===== config.mk =====
export PLATFORM = sky130hd
export DESIGN_NAME = oscillator_select_and_pll
export DESIGN_NICKNAME = d
export VERILOG_FILES = /design/src/osc_pkg.sv /design/src/tick_div_if.sv /design/src/tick_divider.sv /design/src/oscillator_select_and_pll.sv
export SDC_FILE = /design/constraint.sdc
export NUM_CORES = 1
export LEC_CHECK = 0
export BUFFER_PORTS_ARGS = -buffer_cell sky130_fd_sc_hd__buf_2
export CAP_MARGIN = 40
export CORE_MARGIN = 2
export CORE_UTILIZATION = 49
export DETAILED_ROUTE_END_ITERATION = 8
export HOLD_SLACK_MARGIN = 0.12
export PLACE_DENSITY = 0.78
export SKIP_CTS_REPAIR_TIMING = 1
export SLEW_MARGIN = 20
export SYNTH_ARGS = -nofsm -noshare
export SYNTH_HDL_FRONTEND = slang
export SYNTH_SLANG_ARGS = --single-unit

===== constraint.sdc =====
create_clock -name clk -period 2.9 [get_ports clk]
set_input_delay 0.145 -clock clk [delete_from_list [all_inputs] [get_ports clk]]
set_output_delay 0.145 -clock clk [all_outputs]
set_load 0.01 [all_outputs]

===== src/osc_pkg.sv =====
// package: register map, field positions, source codes and timing constants
package osc_pkg;

    // register word addresses on the plain register port
    localparam logic [3:0] ADDR_OSC_CTRL = 4'h0;
    localparam logic [3:0] ADDR_CLK_DIV = 4'h1;
    localparam logic [3:0] ADDR_PLL_FBD = 4'h2;

    // oscillator_control field positions
    localparam int CUR_SRC_LSB = 12;
    localparam int NEXT_SRC_LSB = 8;
    localparam int BIT_SRC_LOCK = 7;
    localparam int BIT_PIN_LOCK = 6;
    localparam int BIT_PLL_LOCK = 5;
    localparam int BIT_FAIL = 3;
    localparam int BIT_SEC_EN = 1;
    localparam int BIT_SW_REQ = 0;

    // clock divisor field positions
    localparam int RC_POSTDIV_LSB = 8;
    localparam int PLL_OUT_DIV_LSB = 6;
    localparam int PLL_PRE_LSB = 0;

    // values after reset
    localparam logic [2:0] RC_POSTDIV_RST = 3'h0;
    localparam logic [1:0] PLL_OUT_DIV_RST = 2'h1;
    localparam logic [4:0] PLL_PRE_RST = 5'h00;
    localparam logic [8:0] PLL_FBD_RST = 9'h030;

    // oscillator source encoding, shared by current and next selection
    localparam logic [2:0] SRC_RC = 3'h0;
    localparam logic [2:0] SRC_RC_PLL = 3'h1;
    localparam logic [2:0] SRC_PRI = 3'h2;
    localparam logic [2:0] SRC_PRI_PLL = 3'h3;
    localparam logic [2:0] SRC_SEC = 3'h4;
    localparam logic [2:0] SRC_SLOW = 3'h5;
    localparam logic [2:0] SRC_RC_DIV16 = 3'h6;
    localparam logic [2:0] SRC_RC_DIVN = 3'h7;

    // primary oscillator submodes
    localparam logic [1:0] PRI_EXT_CLK = 2'h0;
    localparam logic [1:0] PRI_STD_XTAL = 2'h1;
    localparam logic [1:0] PRI_HS_XTAL = 2'h2;

    // switching allowed, fail monitor off
    localparam logic [1:0] SWM_SWITCH_ONLY = 2'h1;

    // pll factor offsets and out divider codes
    localparam logic [5:0] PLL_PRE_OFFSET = 6'h02;
    localparam logic [9:0] PLL_FBD_OFFSET = 10'h002;
    localparam logic [1:0] N2_DIV2 = 2'h0;
    localparam logic [1:0] N2_DIV4 = 2'h1;
    localparam logic [1:0] N2_DIV8 = 2'h3;

    // divider ratios
    localparam int DIV_W = 9;
    localparam logic [8:0] RC_DIV16_RATIO = 9'h010;
    localparam logic [8:0] RC_DIV256_RATIO = 9'h100;
    localparam logic [2:0] RC_DIV256_CODE = 3'h7;
    localparam logic [8:0] INSTR_RATIO = 9'h002;

    // new-clock cycles waited before a switch takes effect
    localparam logic [3:0] SWITCH_WAIT_TICKS = 4'hA;

    // nominal low-power rc rate in hz, reference for watchdog and monitor
    localparam int SLOW_RC_HZ = 32768;

endpackage


===== src/tick_div_if.sv =====
// interface: tick stream and ratio between a user and a tick divider
`timescale 1ns/1ps
interface tick_div_if #(parameter int W = 9);
    logic tick_in; // one-cycle tick of the source clock
    logic [W-1:0] ratio; // divide factor, 0 and 1 pass through
    logic tick_out; // one tick per ratio input ticks

    modport src (output tick_in, output ratio, input tick_out);
    modport div (input tick_in, input ratio, output tick_out);
endinterface // tick_div_if


===== src/tick_divider.sv =====
// module: divides a tick stream by a programmable ratio
`timescale 1ns/1ps
module tick_divider
    import osc_pkg::*;
#(
    parameter int W = 9
)
(
    input wire logic clk,
    input wire logic rst_b,
    tick_div_if.div bus
);

    // all state of the divider
    typedef struct packed {
        logic [W-1:0] cnt; // ticks seen in this period
        logic out; // registered output tick
    } div_state_s;

    div_state_s st_q;
    div_state_s st_d;

    // next-state: count ticks, fire on the last one of a period
    always_comb
    begin
        st_d = st_q;
        st_d.out = 1'b0;
        if (bus.tick_in)
        begin
            // a lowered ratio mid-period fires at once instead of wrapping
            if (bus.ratio <= W'(1) || st_q.cnt >= bus.ratio - W'(1))
            begin
                st_d.cnt = '0;
                st_d.out = 1'b1;
            end
            else
            begin
                st_d.cnt = st_q.cnt + W'(1);
            end
        end
    end

    // state register, synchronous reset
    always_ff @(posedge clk)
    begin
        if (!rst_b)
            st_q <= '0;
        else
            st_q <= st_d;
    end

    assign bus.tick_out = st_q.out;

endmodule // tick_divider


===== src/oscillator_select_and_pll.sv =====
// module: oscillator source selection, pll factors and control register
//
// Overview of operation
// - fast rc postscaled by chosen factor
// - slow rc feeds watchdog and fail monitor
// - power-on source from configuration straps
// - erased straps start fast rc divide-by-n
// - instruction clock is oscillator divided by two
// - pll prescale n1 from 2 to 33
// - pll output is input times m/(n1*n2)
// - current source read-only, shared encoding
// - submode selects hs, standard crystal, external
// - next source writable, loaded from straps
// - source lock blocks switching in the switch-only, monitor-off strap setting
// - pin select lock gates pin writes
// - lock flag shows pll lock state
// - fail flag set by monitor, software clears
// - secondary crystal enable bit
// - switch request set by software, hardware clears
// - prescale field encodes n1 minus two
// - out divider codes 2, 4, reserved, 8
// - postdiv codes double up, 111 is 256
// - wait ten new ticks then switch
`timescale 1ns/1ps
module oscillator_select_and_pll
    import osc_pkg::*;
(
    input wire logic clk,
    input wire logic rst_b,
    // register port
    input wire logic [3:0] reg_addr,
    input wire logic [15:0] reg_wdata,
    input wire logic reg_write,
    input wire logic reg_read,
    output logic [15:0] reg_rdata,
    // configuration straps
    input wire logic [2:0] initial_source_cfg,
    input wire logic [1:0] primary_submode_cfg,
    input wire logic [1:0] switch_monitor_cfg,
    // oscillator ticks, one clk cycle each
    input wire logic fast_rc_tick,
    input wire logic primary_tick,
    input wire logic secondary_tick,
    input wire logic slow_rc_tick,
    input wire logic pll_tick,
    // oscillator and pll status
    input wire logic primary_ready,
    input wire logic pll_locked,
    input wire logic clock_fail_detect,
    // peripheral pin select write request
    input wire logic pin_select_write,
    output logic pin_select_write_ok,
    // oscillator controls
    output logic primary_enable,
    output logic [1:0] primary_submode,
    output logic secondary_osc_on,
    output logic pll_enable,
    output logic pll_ref_primary,
    output logic [5:0] pll_n1,
    output logic [9:0] pll_m,
    output logic [3:0] pll_n2,
    // derived clocks
    output logic osc_tick,
    output logic instruction_tick,
    output logic watchdog_ref_tick,
    output logic monitor_ref_tick,
    output logic monitor_enable
);

    // switch sequence states
    typedef enum logic [1:0] {
        SW_IDLE,
        SW_READY,
        SW_COUNT
    } switch_e;

    // all state of the block
    typedef struct packed {
        logic cfg_loaded; // straps captured after reset release
        logic [1:0] submode; // captured primary submode
        logic [1:0] swm; // captured switch/monitor setting
        logic [2:0] cur_src; // current source
        logic [2:0] next_src; // requested source
        logic src_lock; // source lock bit
        logic pin_lock; // pin select lock bit
        logic fail; // clock fail flag
        logic sec_en; // secondary oscillator enable
        logic sw_req; // switch request bit
        logic [2:0] rc_postdiv; // fast rc postscaler code
        logic [1:0] pll_out_div; // n2 code
        logic [4:0] pll_pre; // n1 code
        logic [8:0] pll_fbd; // m code
        switch_e sw_state; // switch sequence state
        logic [3:0] sw_cnt; // new-clock ticks counted
        logic [15:0] rdata; // read data register
    } osc_state_s;

    osc_state_s st_q;
    osc_state_s st_d;

    // divider links
    tick_div_if #(.W(DIV_W)) rc_div ();
    tick_div_if #(.W(DIV_W)) cy_div ();

    logic switch_allowed; // switching enabled by strap
    logic switch_blocked; // source lock holds the clock
    logic pll_in_use; // current or target source uses the pll
    logic target_ready; // target oscillator is usable
    logic target_tick; // tick of the target source
    logic [15:0] osc_ctrl_word;
    logic [15:0] clk_div_word;
    logic [15:0] pll_fbd_word;

    // true for the two pll source codes
    function automatic logic uses_pll(input logic [2:0] src);
        uses_pll = (src == SRC_RC_PLL) || (src == SRC_PRI_PLL);
    endfunction

    // true for the two primary source codes
    function automatic logic uses_primary(input logic [2:0] src);
        uses_primary = (src == SRC_PRI) || (src == SRC_PRI_PLL);
    endfunction

    // postscaler code to ratio: doubling codes, top code is 256
    function automatic logic [8:0] postdiv_ratio(input logic [2:0] code);
        if (code == RC_DIV256_CODE)
            postdiv_ratio = RC_DIV256_RATIO;
        else
            postdiv_ratio = 9'(9'h001 << code);
    endfunction

    // raw tick of a source before the fast rc postscaler
    function automatic logic raw_tick(input logic [2:0] src);
        case (src)
            SRC_RC, SRC_RC_DIV16, SRC_RC_DIVN: raw_tick = fast_rc_tick;
            SRC_RC_PLL, SRC_PRI_PLL: raw_tick = pll_tick;
            SRC_PRI: raw_tick = primary_tick;
            SRC_SEC: raw_tick = secondary_tick;
            SRC_SLOW: raw_tick = slow_rc_tick;
            default: raw_tick = 1'b0;
        endcase
    endfunction

    // switching allowed only when the upper strap bit is clear
    assign switch_allowed = !st_q.swm[1];
    assign switch_blocked = (st_q.swm == SWM_SWITCH_ONLY) && st_q.src_lock;
    assign pll_in_use = uses_pll(st_q.cur_src)
        || (st_q.sw_state != SW_IDLE && uses_pll(st_q.next_src));

    // target readiness and tick; process form keeps every tick in view
    always_comb
    begin
        target_tick = raw_tick(st_q.next_src);
        target_ready = 1'b1;
        if (uses_pll(st_q.next_src) && !pll_locked)
            target_ready = 1'b0;
        if (uses_primary(st_q.next_src) && st_q.submode != PRI_EXT_CLK && !primary_ready)
            target_ready = 1'b0;
    end

    // register images as software sees them
    always_comb
    begin
        osc_ctrl_word = '0;
        osc_ctrl_word[CUR_SRC_LSB +: 3] = st_q.cur_src;
        osc_ctrl_word[NEXT_SRC_LSB +: 3] = st_q.next_src;
        osc_ctrl_word[BIT_SRC_LOCK] = st_q.src_lock;
        osc_ctrl_word[BIT_PIN_LOCK] = st_q.pin_lock;
        // lock flag only while pll is on and locked
        osc_ctrl_word[BIT_PLL_LOCK] = pll_in_use && pll_locked;
        osc_ctrl_word[BIT_FAIL] = st_q.fail;
        osc_ctrl_word[BIT_SEC_EN] = st_q.sec_en;
        osc_ctrl_word[BIT_SW_REQ] = st_q.sw_req;
        clk_div_word = '0;
        clk_div_word[RC_POSTDIV_LSB +: 3] = st_q.rc_postdiv;
        clk_div_word[PLL_OUT_DIV_LSB +: 2] = st_q.pll_out_div;
        clk_div_word[PLL_PRE_LSB +: 5] = st_q.pll_pre;
        pll_fbd_word = {7'h00, st_q.pll_fbd};
    end

    // next-state: strap capture, register writes, switch sequence
    always_comb
    begin
        st_d = st_q;
        // straps taken in the first cycle after reset release
        if (!st_q.cfg_loaded)
        begin
            st_d.cfg_loaded = 1'b1;
            st_d.submode = primary_submode_cfg;
            st_d.swm = switch_monitor_cfg;
            st_d.cur_src = initial_source_cfg;
            st_d.next_src = initial_source_cfg;
        end
        // register writes
        if (reg_write && st_q.cfg_loaded)
        begin
            case (reg_addr)
                ADDR_OSC_CTRL:
                begin
                    st_d.next_src = reg_wdata[NEXT_SRC_LSB +: 3];
                    st_d.src_lock = reg_wdata[BIT_SRC_LOCK];
                    st_d.pin_lock = reg_wdata[BIT_PIN_LOCK];
                    if (!reg_wdata[BIT_FAIL])
                        st_d.fail = 1'b0;
                    st_d.sec_en = reg_wdata[BIT_SEC_EN];
                    if (reg_wdata[BIT_SW_REQ] && switch_allowed && !switch_blocked)
                        st_d.sw_req = 1'b1;
                end
                ADDR_CLK_DIV:
                begin
                    st_d.rc_postdiv = reg_wdata[RC_POSTDIV_LSB +: 3];
                    st_d.pll_out_div = reg_wdata[PLL_OUT_DIV_LSB +: 2];
                    st_d.pll_pre = reg_wdata[PLL_PRE_LSB +: 5];
                end
                ADDR_PLL_FBD:
                begin
                    st_d.pll_fbd = reg_wdata[8:0];
                end
                default:
                begin
                    // unmapped write ignored
                    st_d.rdata = st_q.rdata;
                end
            endcase
        end
        // switch sequence
        case (st_q.sw_state)
            SW_IDLE:
            begin
                if (st_q.sw_req)
                begin
                    if (st_q.next_src == st_q.cur_src)
                    begin
                        st_d.sw_req = 1'b0;
                    end
                    else
                    begin
                        // valid switch clears the fail flag
                        st_d.fail = 1'b0;
                        st_d.sw_cnt = '0;
                        st_d.sw_state = SW_READY;
                    end
                end
            end
            SW_READY:
            begin
                // wait for crystal start-up or pll lock
                if (target_ready)
                    st_d.sw_state = SW_COUNT;
            end
            SW_COUNT:
            begin
                // count ten ticks of the new clock
                if (target_tick)
                begin
                    if (st_q.sw_cnt == SWITCH_WAIT_TICKS - 4'h1)
                    begin
                        st_d.cur_src = st_q.next_src;
                        st_d.sw_req = 1'b0;
                        st_d.sw_state = SW_IDLE;
                    end
                    else
                    begin
                        st_d.sw_cnt = st_q.sw_cnt + 4'h1;
                    end
                end
            end
            default:
            begin
                st_d.sw_state = SW_IDLE;
            end
        endcase
        // switching disabled: request held at zero
        if (!switch_allowed)
            st_d.sw_req = 1'b0;
        // monitor event wins over any clear
        if (clock_fail_detect && st_q.cfg_loaded && st_q.swm == 2'h0)
            st_d.fail = 1'b1;
        // read data, valid the cycle after the strobe
        st_d.rdata = '0;
        if (reg_read)
        begin
            case (reg_addr)
                ADDR_OSC_CTRL: st_d.rdata = osc_ctrl_word;
                ADDR_CLK_DIV: st_d.rdata = clk_div_word;
                ADDR_PLL_FBD: st_d.rdata = pll_fbd_word;
                default: st_d.rdata = '0;
            endcase
        end
    end

    // state register; reset defaults match an erased part
    always_ff @(posedge clk)
    begin
        if (!rst_b)
        begin
            st_q <= '0;
            // erased default is fast rc divide-by-n
            st_q.cur_src <= SRC_RC_DIVN;
            st_q.next_src <= SRC_RC_DIVN;
            st_q.swm <= 2'h3;
            st_q.rc_postdiv <= RC_POSTDIV_RST;
            st_q.pll_out_div <= PLL_OUT_DIV_RST;
            st_q.pll_pre <= PLL_PRE_RST;
            st_q.pll_fbd <= PLL_FBD_RST;
            st_q.sw_state <= SW_IDLE;
        end
        else
        begin
            st_q <= st_d;
        end
    end

    // fast rc postscaler, fixed sixteen in the divide-by-16 mode
    assign rc_div.tick_in = fast_rc_tick;
    assign rc_div.ratio = (st_q.cur_src == SRC_RC_DIV16) ? RC_DIV16_RATIO
        : postdiv_ratio(st_q.rc_postdiv);

    tick_divider #(.W(DIV_W)) u_rc_div (
        .clk(clk),
        .rst_b(rst_b),
        .bus(rc_div)
    );

    // oscillator tick: postscaled fast rc or the raw source
    always_comb
    begin
        if (st_q.cur_src == SRC_RC_DIV16 || st_q.cur_src == SRC_RC_DIVN)
            osc_tick = rc_div.tick_out;
        else
            osc_tick = raw_tick(st_q.cur_src);
    end

    // instruction clock is oscillator over two
    assign cy_div.tick_in = osc_tick;
    assign cy_div.ratio = INSTR_RATIO;

    tick_divider #(.W(DIV_W)) u_cy_div (
        .clk(clk),
        .rst_b(rst_b),
        .bus(cy_div)
    );

    assign instruction_tick = cy_div.tick_out;

    // slow rc reference for watchdog and monitor
    assign watchdog_ref_tick = slow_rc_tick;
    assign monitor_ref_tick = slow_rc_tick;
    assign monitor_enable = st_q.cfg_loaded && (st_q.swm == 2'h0);

    // pin select writes pass only when unlocked
    assign pin_select_write_ok = pin_select_write && !st_q.pin_lock;

    // oscillator enables
    assign primary_enable = uses_primary(st_q.cur_src)
        || (st_q.sw_state != SW_IDLE && uses_primary(st_q.next_src));
    assign primary_submode = st_q.submode;
    // secondary runs when enabled or selected
    assign secondary_osc_on = st_q.sec_en || st_q.cur_src == SRC_SEC
        || (st_q.sw_state != SW_IDLE && st_q.next_src == SRC_SEC);
    assign pll_enable = pll_in_use;
    assign pll_ref_primary = (st_q.sw_state != SW_IDLE) ? uses_primary(st_q.next_src)
        : uses_primary(st_q.cur_src);

    // pll factors for fosc = fin * m / (n1 * n2)
    assign pll_n1 = {1'b0, st_q.pll_pre} + PLL_PRE_OFFSET;
    assign pll_m = {1'b0, st_q.pll_fbd} + PLL_FBD_OFFSET;

    // out divider decode, reserved code reads as zero
    always_comb
    begin
        case (st_q.pll_out_div)
            N2_DIV2: pll_n2 = 4'h2;
            N2_DIV4: pll_n2 = 4'h4;
            N2_DIV8: pll_n2 = 4'h8;
            default: pll_n2 = 4'h0;
        endcase
    end

    assign reg_rdata = st_q.rdata;

endmodule // oscillator_select_and_pll


Word-level counts from Yosys, hierarchy flattened:

Index checks and enable logic that the tools add are counted.

* register bits after elaboration: 77
* bits of input ports: 40
* output and inout port bits: 48
* logic and storage cells: 155

* $add $sub $neg: 6
* $lt $le $gt $ge: 3
* equality and inequality tests: 30
* shifts and indexed selects: 1
* muxes and demuxes: 41
* bitwise logic cells: 1
* reduce and logical (&&, ||, !) cells: 52

Operators by type and width (number)
* $mux 9: 5
* $pmux 15 s3: 1
* $eq 3x3->1 const B: 9
* $mux 27: 1
* $mux 6: 4
* $add 9x1->9 const B: 2
* $mux 1: 16
* $logic_and 1x1->1: 15
* $eq 3x2->1 const B: 4
* $ne 2x2->1 const B: 6
* $pmux 4 s3: 1
* $reduce_and 2->1: 6
* $add 9x2->10 const B: 1
* $logic_or 1x1->1: 10
* $mux 10: 1
* $pmux 1 s5: 2
* $reduce_and 5->1: 2
* $ge 9x1->1 const B: 1
* $ge 9x9->1: 1
* $le 9x1->1 const B: 1
* $mux 3: 3
* $shl 1x3->9 const A: 1
* $sub 9x1->9 const B: 1
* $mux 8: 1
* other kinds (22): 39

Depth between registers and ports, before layout:

* depth after elaboration: 11
* depth in mapped cells: 17
* depth with buffers taken out: 14

Modules after synthesis:

From an unflattened synthesis, not the netlist that was laid out.

* cell total of the unflattened synthesis: 564
* area, all modules: 4520.6 um^2

Modules (own cells, without submodules)
* oscillator_select_and_pll: times used 1, cells each 362, area each 2901.5 um^2
* tick_divider: times used 2, cells each 101, area each 809.5 um^2

Worst setup path after synthesis:

No wires, ideal clock.

* kind: register to register
* start point: register st_q, in the netlist osc_ctrl_word[12]
* end point: register u_rc_div.st_q, in the netlist u_rc_div.bus.tick_out
* arrival: 3028 ps
* path slack: -243 ps
* stages on the path, launching flop included: 17
* path through: dfxtp_1 > buf_2 > nand3b_1 > buf_2 > nand2_1 > or2_2 > ha_1 > clkbuf_1 > xor2_1 > o21ai_0 > nand2_1 > ha_1 > a211oi_1 > nor2_1 > a311oi_2 > a21boi_1 > and2_1

* longest elaborated chain between the ends: 6
* elaborated cells between the ends (all ways): 7

RTL lines
* start, declared: line oscillator_select_and_pll.sv:98 `osc_state_s st_q;`
* start signal, assigned: line oscillator_select_and_pll.sv:310 `st_q <= st_d;`
* $eq 3x3->1 *: line oscillator_select_and_pll.sv:316 `assign rc_div.ratio = (st_q.cur_src == SRC_RC_DIV16) ? RC_DIV16_RATIO`
* $mux 9 *: line oscillator_select_and_pll.sv:316
* $sub 9x1->9: line tick_divider.sv:31 `if (bus.ratio <= W'(1) || st_q.cnt >= bus.ratio - W'(1))`
* $ge 9x9->1: line tick_divider.sv:31
* $logic_or 1x1->1 *: line tick_divider.sv:31
* $mux 1 *: line tick_divider.sv:31
* end signal, assigned: line tick_divider.sv:49 `st_q <= st_d;`
* end, declared: line tick_divider.sv:20 `div_state_s st_q;`

Every way passes the cells marked *; elsewhere a longest branch is shown, timed or not.
A chain may end at the register's enable or synchronous reset.

Worst setup path after layout:

* start point: register st_q, in the netlist osc_ctrl_word[12]
* end point: register u_rc_div.st_q[6] (netlist name)

* longest elaborated chain between the ends: 6
* elaborated cells between the ends (all ways): 7

RTL lines (line)
* $eq 3x3->1 *: oscillator_select_and_pll.sv:316
* $mux 9 *: oscillator_select_and_pll.sv:316
* $sub 9x1->9: tick_divider.sv:31
* $ge 9x9->1: tick_divider.sv:31
* $logic_or 1x1->1 *: tick_divider.sv:31
* $mux 9 *: tick_divider.sv:31

Marked as above.

==> results.toml <==
[setup_path]
cp_top_family = "simple AND/OR/NAND/NOR gates"
critPathBufInv = 1
reg2reg_slack_ns = 0.17
cp_data_required_time_ns = 3.11
slowest_stage = "dfxtp_1"
critPathLaunchType = "flop"
crit_top_cell = "nand2_1"
path_class = "flop to flop"
r2r_cells = 14
cp_cell_sequence = "nand3b_1 -> nand2_1 -> or2_4 -> ha_4 -> nand2b_1 -> o21ai_1 -> nand2_1 -> ha_1 -> nand4_1 -> o21bai_1 -> a311oi_2 -> buf_4 -> a21boi_4 -> nor3_1"
reg2reg_from = "osc_ctrl_word[12]$_SDFF_PN1_"
worstPathArrival_ns = 2.94
crit_fanout = 8
r2r_end = "u_rc_div.st_q[6]$_SDFFE_PN0P_"
end_kind = "flop"
critPathMaxStageDelay_ns = 0.35

[detailed_routing]
postRouteAntennaNets = 0
routed_via_density = 5.57
dr.first_iter.drc_count = 205
drc = 0
routed_wl_um = 9780
drtPass1Iterations = 6
vias = 3623
post_drt_wl_per_cell_um = 15.0

[final_layout]
fillCellCount = 690
fin_util = 0.597
finalNetCount = 598
drive_gt1_frac = 0.251
n_antenna_cell = 0
fin_cells = 650
area_delta_synth_final_pct = 20.3

[synthesis]
ys_warn_count = 0
synth_ff_type = "dfxtp_1"
synth-edff-count = 0
ys_seq_area_frac = 0.374
yosysUniqueCellTypes = 64
syn_area_per_cell_um2 = 8.66
synthArstFlopShare = 0
yosysMostFrequentCell = "dfxtp_1"
synth.area.top_cells = "dfxtp_1 (37%), ha_1 (5.6%), nand2_1 (5.5%), buf_4 (4.7%), mux2i_1 (4.5%)"
yosysTopAreaCellShare = 0.374
ys_ff_latch = 75
synthCells = 464
ys_top_cells_by_count = "dfxtp_1 (75), nand2_1 (59), nor2_1 (40), buf_4 (25), a21oi_1 (24)"
netlist_area_mm2 = 0.00402
yosysTopAreaCell = "dfxtp_1"

[die]
start_util = 0.496
chipWidth_um = 94.5
die_area_mm2 = 0.00894
rows = 33
ios = 88
coreArea_mm2 = 0.00809
die_y_um = 94.5

[place]
io_buffers = 79
dp.cells = 616
post-dp-hpwl_um = 6920
place_congestion = 0.860

[job]
cap_violations = 0

[worst_hold_path]
hp-start = "pll_locked"
hp-class = "input pin to flop"
hold_depth = 3
holdPathEnd = "reg_rdata[5]$_SDFF_PN0_"

[clock_network]
clk_latency_ns = 0.35
htree_levels = 3
cts-buffers-inserted = 9
cts-root-buf = "clkbuf_8"
clock_path_buffers = 2
cts_sinks = 75
path_clk_slew_ns = 0.08
cts_tree = "yes"

[sta]
finalSetupViolations = 0
drv_slew = 0
finalHoldViolations = 0
slew_headroom = 0.538
fin_crit_sh = 0.940
worst_pin_slew_ns = 0.692
final.min_clock_period_ns = 2.73
fin_worst_skew_ns = 0.0115
fmax_ghz = 0.367

[power]
ir_drop_v = 0.000213
p_leak_nw = 2.02
power_density_mw_per_mm2 = 471

[global_route]
grtUsageTotal = 0.218
first_global_vias = 3281
antenna_found_initial = 0
gr-total-overflow = 0
grt_start_max_net_pins = 38
grt_pass1_wl_um = 15400

[run_status]
status = "completed"
layout make-up:
| class | instances | area (um2) | share of cell area |
|---|---|---|---|
| multi-input combinational | 331 | 2250 | 0.465 |
| clock buffer | 10 | 138 | 0.0285 |
| inverter | 13 | 48.8 | 0.0101 |
| sequential | 75 | 1500 | 0.311 |
| tap | 105 | 131 | 0.0272 |
| clock inverter | 6 | 96.3 | 0.0199 |
| timing repair buffer | 110 | 668 | 0.138 |
worst max path at each step:
stage	startpoint	to	slack (ns)	cells after the start
5_1_grt	osc_ctrl_word[12]$_SDFF_PN1_	u_rc_div.st_q[4]$_SDFFE_PN0P_	-0.01	14
3_5_place_dp	clk_div_word[10]$_SDFFE_PN0P_	u_rc_div.st_q[7]$_SDFFE_PN0P_	0.09	13
4_1_cts	clk_div_word[10]$_SDFFE_PN0P_	u_rc_div.st_q[7]$_SDFFE_PN0P_	0.03	13
2_1_floorplan	osc_ctrl_word[12]$_SDFF_PN1_	u_rc_div.bus.tick_out$_SDFF_PN0_	0.002	16
3_3_place_gp	clk_div_word[10]$_SDFFE_PN0P_	u_rc_div.bus.tick_out$_SDFF_PN0_	0.15	13
6_report	osc_ctrl_word[12]$_SDFF_PN1_	u_rc_div.st_q[6]$_SDFFE_PN0P_	0.17	14
metal layers:
metal	part of all wire	wire length [um]	up-vias	GRT usage
met1	0.43	4240	1702	0.283
met3	0.064	626	23	0.0511
met2	0.48	4690	137	0.357
met4	0.023	223	0	0.0773
li1	-	-	1761	-
met5	0	0	-	0
flip-flops by register name, summed over array words and instances (netlist names):
register and cells:
reg_rdata 14, osc_ctrl_word 11, clk_div_word 10, pll_fbd_word 9, st_q 9, u_cy_div.st_q 9
u_rc_div.st_q 9, primary_submode 2, u_cy_div.bus.tick_out 1, u_rc_div.bus.tick_out 1
power breakdown:
part,internal [mW],switching (mW),leakage (nW)
clock,0.518,0.417,0.115
sequential,1.05,0.0210,0.608
combinational,0.121,0.153,1.30
kinds of logic after synthesis:
| group | Yosys count | synth area share |
|---|---|---|
| and+or+nand+nor | 191 | 0.244 |
| AOI/OAI and AO/OA | 76 | 0.138 |
| DFF | 75 | 0.374 |
| buffers and inverters | 60 | 0.0847 |
| muxes | 22 | 0.0561 |
| xor gates and xnor gates | 21 | 0.0458 |
| adders and majority gates | 18 | 0.0561 |
| other | 1 | 0.000934 |
stage by stage:
stage               setup TNS, ns  power, mW  area (um2)  hold slack (ns)  setup slack, ns
floorplan                       0       1.26        4060            0.173          0.00224
global placement                0       1.33        4370            0.374            0.149
detailed placement              0       1.33        4370            0.378           0.0852
CTS                             0       2.26        4610          0.00893           0.0316
global route              -0.0565       2.37        4830            0.132          -0.0136
finish                          0       2.28        4830           0.0872            0.175
tightest hold or removal path, stage by stage:
cell and delay [ns]:
buf_2 0.10, a32oi_1 0.08, nor2_1 0.08
placed cells by master (no fill, tap or decap), drive strengths merged, types with 4 or more instances in the layout:
| master | instances |
|---|---|
| a211oi | 4 |
| a21oi | 24 |
| a222oi | 6 |
| a22oi | 4 |
| and2 | 6 |
| and3 | 14 |
| buf | 94 |
| clkbuf | 10 |
| dfxtp | 75 |
| dlygate4sd3 | 16 |
| ha | 18 |
| inv | 15 |
| mux2 | 4 |
| mux2i | 18 |
| nand2 | 59 |
| nand2b | 8 |
| nand3 | 13 |
| nand3b | 6 |
| nand4 | 9 |
| nor2 | 41 |
| nor2b | 8 |
| nor3 | 12 |
| nor4 | 4 |
| o21ai | 13 |
| xnor2 | 11 |
| xor2 | 10 |
No activity file was read; power rests on OpenSTA's default activity.
